`src/grsa_pkg.sv`:
```
`default_nettype none
package grsa_pkg;

  localparam int unsigned ADDR_W      = 6;
  localparam int unsigned DATA_W      = 8;
  localparam int unsigned NUM_ADDR    = 64;
  localparam logic [5:0]  ADDR_FIRST  = 6'h00;
  localparam logic [5:0]  ADDR_LAST   = 6'h3f;
  localparam logic [5:0]  RO_LAST     = 6'h0e;
  localparam logic [5:0]  RW_FIRST    = 6'h0f;
  localparam int unsigned NUM_RO      = 15;
  localparam int unsigned NUM_RW      = 49;
  localparam logic [5:0]  RESTART_ADR = 6'h14;
  localparam logic [5:0]  INTCLR_ADR  = 6'h21;
  localparam int unsigned INTCLR_BIT  = 7;
  localparam logic [7:0]  BYTE_ZERO   = 8'h00;
  localparam logic [7:0]  BYTE_ALL    = 8'hff;
  localparam logic [7:0]  INTCLR_MASK = 8'h80;
  localparam logic [7:0]  CFG_RESET   = 8'h00;

  typedef logic [DATA_W-1:0]              grsa_byte_type;
  typedef grsa_byte_type [NUM_RO-1:0]     grsa_status_type;
  typedef grsa_byte_type [NUM_RW-1:0]     grsa_cfg_type;

  typedef struct packed {
    logic                wr;
    logic                rd;
    logic [ADDR_W-1:0]   addr;
    grsa_byte_type       wdata;
  } grsa_req_type;

  typedef struct packed {
    logic                valid;
    grsa_byte_type       data;
  } grsa_rsp_type;

endpackage : grsa_pkg
`default_nettype wire

```
`src/grsa_regs.sv`:
```
`timescale 1ns/100ps
`default_nettype none
// Overview of operation
// - Every register is one byte; each access moves exactly one byte.
// - Addresses 0x00 to 0x3F form one flat decoded space.
// - Writes to reserved bit positions are dropped and change nothing.
// - Addresses 0x00 to 0x0E are read-only; writes there are ignored.
// - Trigger bits are write-only and read back as zero, e.g. at 0x21.
// - Register 0x14 is write-only, reads zero, and a write starts restart.
module grsa_regs
#(
  parameter logic [grsa_pkg::NUM_ADDR*8-1:0] RSVD_MASK = '0
)
(
  input  wire logic                    mclk_in,
  input  wire logic                    rst_n_in,
  input  wire grsa_pkg::grsa_req_type  req_in,
  input  wire grsa_pkg::grsa_status_type status_in,
  output logic                         rd_valid_out,
  output logic [7:0]                   rd_data_out,
  output grsa_pkg::grsa_cfg_type       cfg_out,
  output logic                         restart_out,
  output logic                         int_clear_out
);
  import grsa_pkg::*;

  grsa_cfg_type  cfg_q;
  grsa_cfg_type  cfg_d;
  grsa_rsp_type  rsp_q;
  grsa_rsp_type  rsp_d;
  logic          restart_q;
  logic          int_clear_q;

  // Address decode over the whole 64-entry space.
  wire logic         is_ro      = (req_in.addr <= RO_LAST);
  wire logic         is_restart = (req_in.addr == RESTART_ADR);
  wire logic         is_intclr  = (req_in.addr == INTCLR_ADR);
  wire logic [5:0]   rw_index   = req_in.addr - RW_FIRST;
  wire logic [3:0]   ro_index   = req_in.addr[3:0];

  // Storable bits: reserved and trigger positions are never kept.
  wire logic [7:0]   rsvd_bits  = RSVD_MASK[req_in.addr*8 +: 8];
  wire logic [7:0]   trig_bits  = is_restart ? BYTE_ALL :
                                  is_intclr  ? INTCLR_MASK : BYTE_ZERO;
  wire logic [7:0]   keep_bits  = ~(rsvd_bits | trig_bits);

  // A write to the read-only range never reaches storage.
  wire logic         wr_store   = req_in.wr && !is_ro && !is_restart;
  wire logic         wr_restart = req_in.wr && is_restart;
  wire logic         wr_intclr  = req_in.wr && is_intclr &&
                                  req_in.wdata[INTCLR_BIT];

  wire grsa_byte_type rw_value  = is_ro ? status_in[ro_index] :
                                  (cfg_q[rw_index] & keep_bits);
  wire grsa_byte_type rd_value  = is_restart ? BYTE_ZERO : rw_value;

  // Restart wins over an ordinary write in the same cycle, since it returns
  // the whole configuration to its reset state anyway.
  always_comb
  begin
    cfg_d = cfg_q;
    if (restart_q)
    begin
      for (int i = 0; i < NUM_RW; i++)
      begin
        cfg_d[i] = CFG_RESET;
      end
    end
    else if (wr_store)
    begin
      cfg_d[rw_index] = (cfg_q[rw_index] & ~keep_bits)
                      | (req_in.wdata & keep_bits);
    end
  end

  // Reads answer one cycle later with exactly one byte.
  always_comb
  begin
    rsp_d.valid = req_in.rd;
    rsp_d.data  = req_in.rd ? rd_value : BYTE_ZERO;
  end

  always_ff @(posedge mclk_in or negedge rst_n_in)
  begin
    if (!rst_n_in)
    begin
      cfg_q       <= '0;
      rsp_q       <= '0;
      restart_q   <= 1'b0;
      int_clear_q <= 1'b0;
    end
    else
    begin
      cfg_q       <= cfg_d;
      rsp_q       <= rsp_d;
      restart_q   <= wr_restart;
      int_clear_q <= wr_intclr;
    end
  end

  assign cfg_out       = cfg_q;
  assign rd_valid_out  = rsp_q.valid;
  assign rd_data_out   = rsp_q.data;
  assign restart_out   = restart_q;
  assign int_clear_out = int_clear_q;

endmodule : grsa_regs
`default_nettype wire

```
`config.mk`:
```
export PLATFORM = sky130hd
export DESIGN_NAME = grsa_regs
export DESIGN_NICKNAME = d
export VERILOG_FILES = /design/src/grsa_pkg.sv /design/src/grsa_regs.sv
export SDC_FILE = /design/constraint.sdc
export NUM_CORES = 1
export LEC_CHECK = 0
export BUFFER_PORTS_ARGS = -buffer_cell sky130_fd_sc_hd__buf_2
export CAP_MARGIN = 5
export CORE_MARGIN = 2
export CORE_UTILIZATION = 28
export DETAILED_ROUTE_END_ITERATION = 8
export GPL_TIMING_DRIVEN = 0
export PLACE_DENSITY = 0.52
export SYNTH_ARGS = -nofsm -noshare
export SYNTH_HDL_FRONTEND = slang
export SYNTH_SLANG_ARGS = --single-unit
```
`constraint.sdc`:
```
create_clock -name mclk_in -period 2 [get_ports mclk_in]
set_input_delay 0.1 -clock mclk_in [delete_from_list [all_inputs] [get_ports mclk_in]]
set_output_delay 0.1 -clock mclk_in [all_outputs]
set_load 0.01 [all_outputs]
```
==> impl_metrics.json <==
{
  "ctsRootBufferMaster": "clkbuf_16",
  "syn_inst": 1763,
  "first_iter_violations": 1941,
  "cts_buffer_depth": 3,
  "hpwl_mm": 83.13,
  "place.gp.congestion": 0.9654,
  "final_common_cell": "buf_2",
  "cts_tree": "done",
  "p_leak_nw": 12.75,
  "drv_slew": 0,
  "viasPerCell": 5.652,
  "start_util_pct": 28.29,
  "grt_pass1_wl_mm": 154.0,
  "clk_latency_ns": 0.60,
  "grt_pass1_vias": 19300,
  "dp_cells": 3249,
  "die_h_um": 270.2,
  "core_area_um2": 70150,
  "cp.required_ns": 2.43,
  "grt_usage_pct": 29.64,
  "seq_area_frac_synth_pct": 50.82,
  "crit_fanout": 6,
  "hold_violations": 0,
  "h-tree-depth": 2,
  "grt_max_degree": 120,
  "dp_slack_ns": -2.067,
  "yosys.cell_types.count": 76,
  "syn-cell-area_um2": 19840,
  "wirelength_mm": 111.1,
  "slowest_stage": "mux4_2",
  "clk_pin_slew_worst_paths_ns": 0.06,
  "violations": "negative setup slack",
  "layout.cells.non_filler": 3422,
  "synth_edf_count": 0,
  "worst_setup_path_end_kind": "flop",
  "nFillCells": 7010,
  "antenna_found_initial": 2,
  "area_growth_pct": 41.24,
  "ir_drop_uv": 443.2,
  "ys_seq_elements": 403,
  "die-area_um2": 73020,
  "clock-sinks": 403,
  "first_pass_iters": 6,
  "async_reset_ff_share_pct": 100.0,
  "period_needed_ns": 2.195,
  "slew_headroom_pct": 46.16,
  "layout_common_cells": "548 x buf_2, 401 x dfrtp_1, 200 x nand2_1, 174 x nor2_1, 142 x o21ai_0",
  "syn_area_per_cell_um2": 11.26,
  "ios": 541,
  "cts_made_buffers": 45,
  "worstMarginPinSlew_ns": 0.8075,
  "rows": 97,
  "die_width_um": 270.2,
  "yosys_most_used_dff": "dfrtp_1",
  "timing.fmax_mhz": 455.5,
  "status": "finished with violations",
  "power.density_nw_per_um2": 991.8,
  "setup_viol": 31,
  "total_power_w": 0.02780,
  "grt_overflow": 0,
  "critPathMostFrequentCell": "buf_12",
  "cap_violations": 0,
  "crit_arrival_ns": 2.62,
  "cp-start-kind": "input pin",
  "hp-class": "in2async",
  "wire_per_inst_um": 32.45,
  "post-route-period-util_pct": 109.8,
  "drive_above_1_share_pct": 45.77,
  "yosys_warnings": 0,
  "drc": 0,
  "clock_skew_ns": 0.02759,
  "vias": 19340,
  "crit_type": "in2reg",
  "portBuffers": 539,
  "nNetsFinal": 2588,
  "setup_slack_ns": -0.1954,
  "reg2reg_depth": 7,
  "cpPeakStageDelay_ns": 0.33,
  "syn_nets": 1905,
  "crit_chain": "buf_8 -> buf_12 -> buf_16 -> inv_16 -> ha_4 -> buf_12 -> buf_12 -> buf_12 -> buf_12 -> mux4_2 -> mux2i_2 -> o22ai_4 -> nor4_4 -> a41oi_2",
  "ant_nets": 0,
  "rsz0062_at_grt": "yes"
}
## worst max-delay path, delay by kind of cell
family	cells	cell delay, ns
AO/OA/AOI/OAI	2	0.38
adder cells (fa/ha/maj)	1	0.27
buffers and inverters	8	0.96
multiplexers	2	0.55
AND/OR/NAND/NOR	1	0.33
## cell type report
cell class | instances | area [um^2] | share of cell area, %
Clock inverter | 15 | 158.9 | 0.5670
Timing Repair Buffer | 640 | 3781 | 13.49
Sequential cell | 403 | 10090 | 35.99
Antenna cell | 2 | 5.005 | 0.01786
Clock buffer | 66 | 1326 | 4.732
Inverter | 6 | 38.79 | 0.1384
Multi-Input combinational cell | 1214 | 10290 | 36.73
Buffer | 136 | 1160 | 4.138
Tap cell | 940 | 1176 | 4.196
## cell usage after synthesis (6+ instances only)
library cell / n / area (um^2)
mux2_2: 7 / 78.83
o22ai_1: 15 / 93.84
o21ai_0: 152 / 760.7
a211oi_1: 154 / 1156
or2_2: 10 / 62.56
o32ai_1: 6 / 52.55
mux2i_1: 54 / 540.5
clkbuf_1: 68 / 255.2
a22o_1: 96 / 840.8
nor2_1: 190 / 713.2
a31oi_1: 9 / 56.30
mux4_2: 106 / 2387
nor2_2: 24 / 150.1
dfrtp_1: 403 / 10080
a311oi_1: 9 / 78.83
nor3_1: 11 / 55.05
nand2b_1: 6 / 37.54
buf_1: 10 / 37.54
buf_2: 44 / 220.2
buf_4: 13 / 97.59
a21oi_1: 55 / 275.3
nand2_1: 207 / 777.0
## layer usage
layer	wire (um)	GRT usage (%)	vias to the layer above
li1	-	-	8017
met1	43040	37.26	9969
met2	52330	48.11	1138
met3	9976	7.504	218
met4	5701	13.26	0
met5	0	0	-
## cell families (layout without fill, tap and decap cells)
| family | after synthesis | after routing | synth area share (%) |
|---|---|---|---|
| AO/OA/AOI/OAI | 542 | 542 | 18.79 |
| AND/OR/NAND/NOR | 495 | 495 | 11.08 |
| flip-flops | 403 | 403 | 50.82 |
| multiplexers | 167 | 167 | 15.15 |
| buffers and inverters | 146 | 863 | 3.474 |
| XOR/XNOR | 6 | 6 | 0.4351 |
| adder cells (fa/ha/maj) | 4 | 4 | 0.2522 |
| other | 0 | 2 | 0 |
## registers in the layout (all words and copies together) (netlist names)
name           flops
restart_out        1
rd_data_out        8
int_clear_out      1
rd_valid_out       1
cfg_out          392
## final timing paths
path / slack [ns] / end / startpoint
worst max-delay path: -0.20 / rd_data_out[0]$_DFF_PN0_ / req_in[8]
worst min-delay path: 0.08 / cfg_out[24]$_DFFE_PN0P_ / rst_n_in
worst max register to register: -0.14 / cfg_out[151]$_DFFE_PN0P_ / cfg_out[175]$_DFFE_PN0P_
worst min register to register: 0.50 / cfg_out[262]$_DFFE_PN0P_ / cfg_out[262]$_DFFE_PN0P_
max in group asynchronous: 0.34 / cfg_out[326]$_DFFE_PN0P_ / rst_n_in
min in group mclk_in: 0.21 / rd_data_out[4]$_DFF_PN0_ / req_in[11]
## per-stage QoR
step | hold WS (ns) | instance area, um^2 | util (%) | setup TNS, ns
floorplan | -0.1956 | 20400 | - | -44.34
global placement | 0.2873 | 24270 | 34.60 | -3596.01
detailed placement | 0.1273 | 24430 | 34.83 | -587.70
CTS | 0.1062 | 27580 | 39.32 | -4.835
global route | 0.1401 | 28020 | 39.95 | -3.835
finish | 0.07719 | 28030 | 39.95 | -2.223
## timing repair
action	in CTS	in global routing
endpoints found under the hold margin	106	0
gates cloned	0	0
gates resized for setup	226	73
pin swaps	41	19
buffers inserted	72	10
setup endpoints to repair	401	342
hold buffers	12	0
## where the power goes
| part | switching [W] | internal, W |
|---|---|---|
| Combinational | 0.00460 | 0.00344 |
| Clock | 0.00363 | 0.00488 |
| Sequential | 0.00163 | 0.00963 |
No activity file was read; power rests on OpenSTA's default activity.
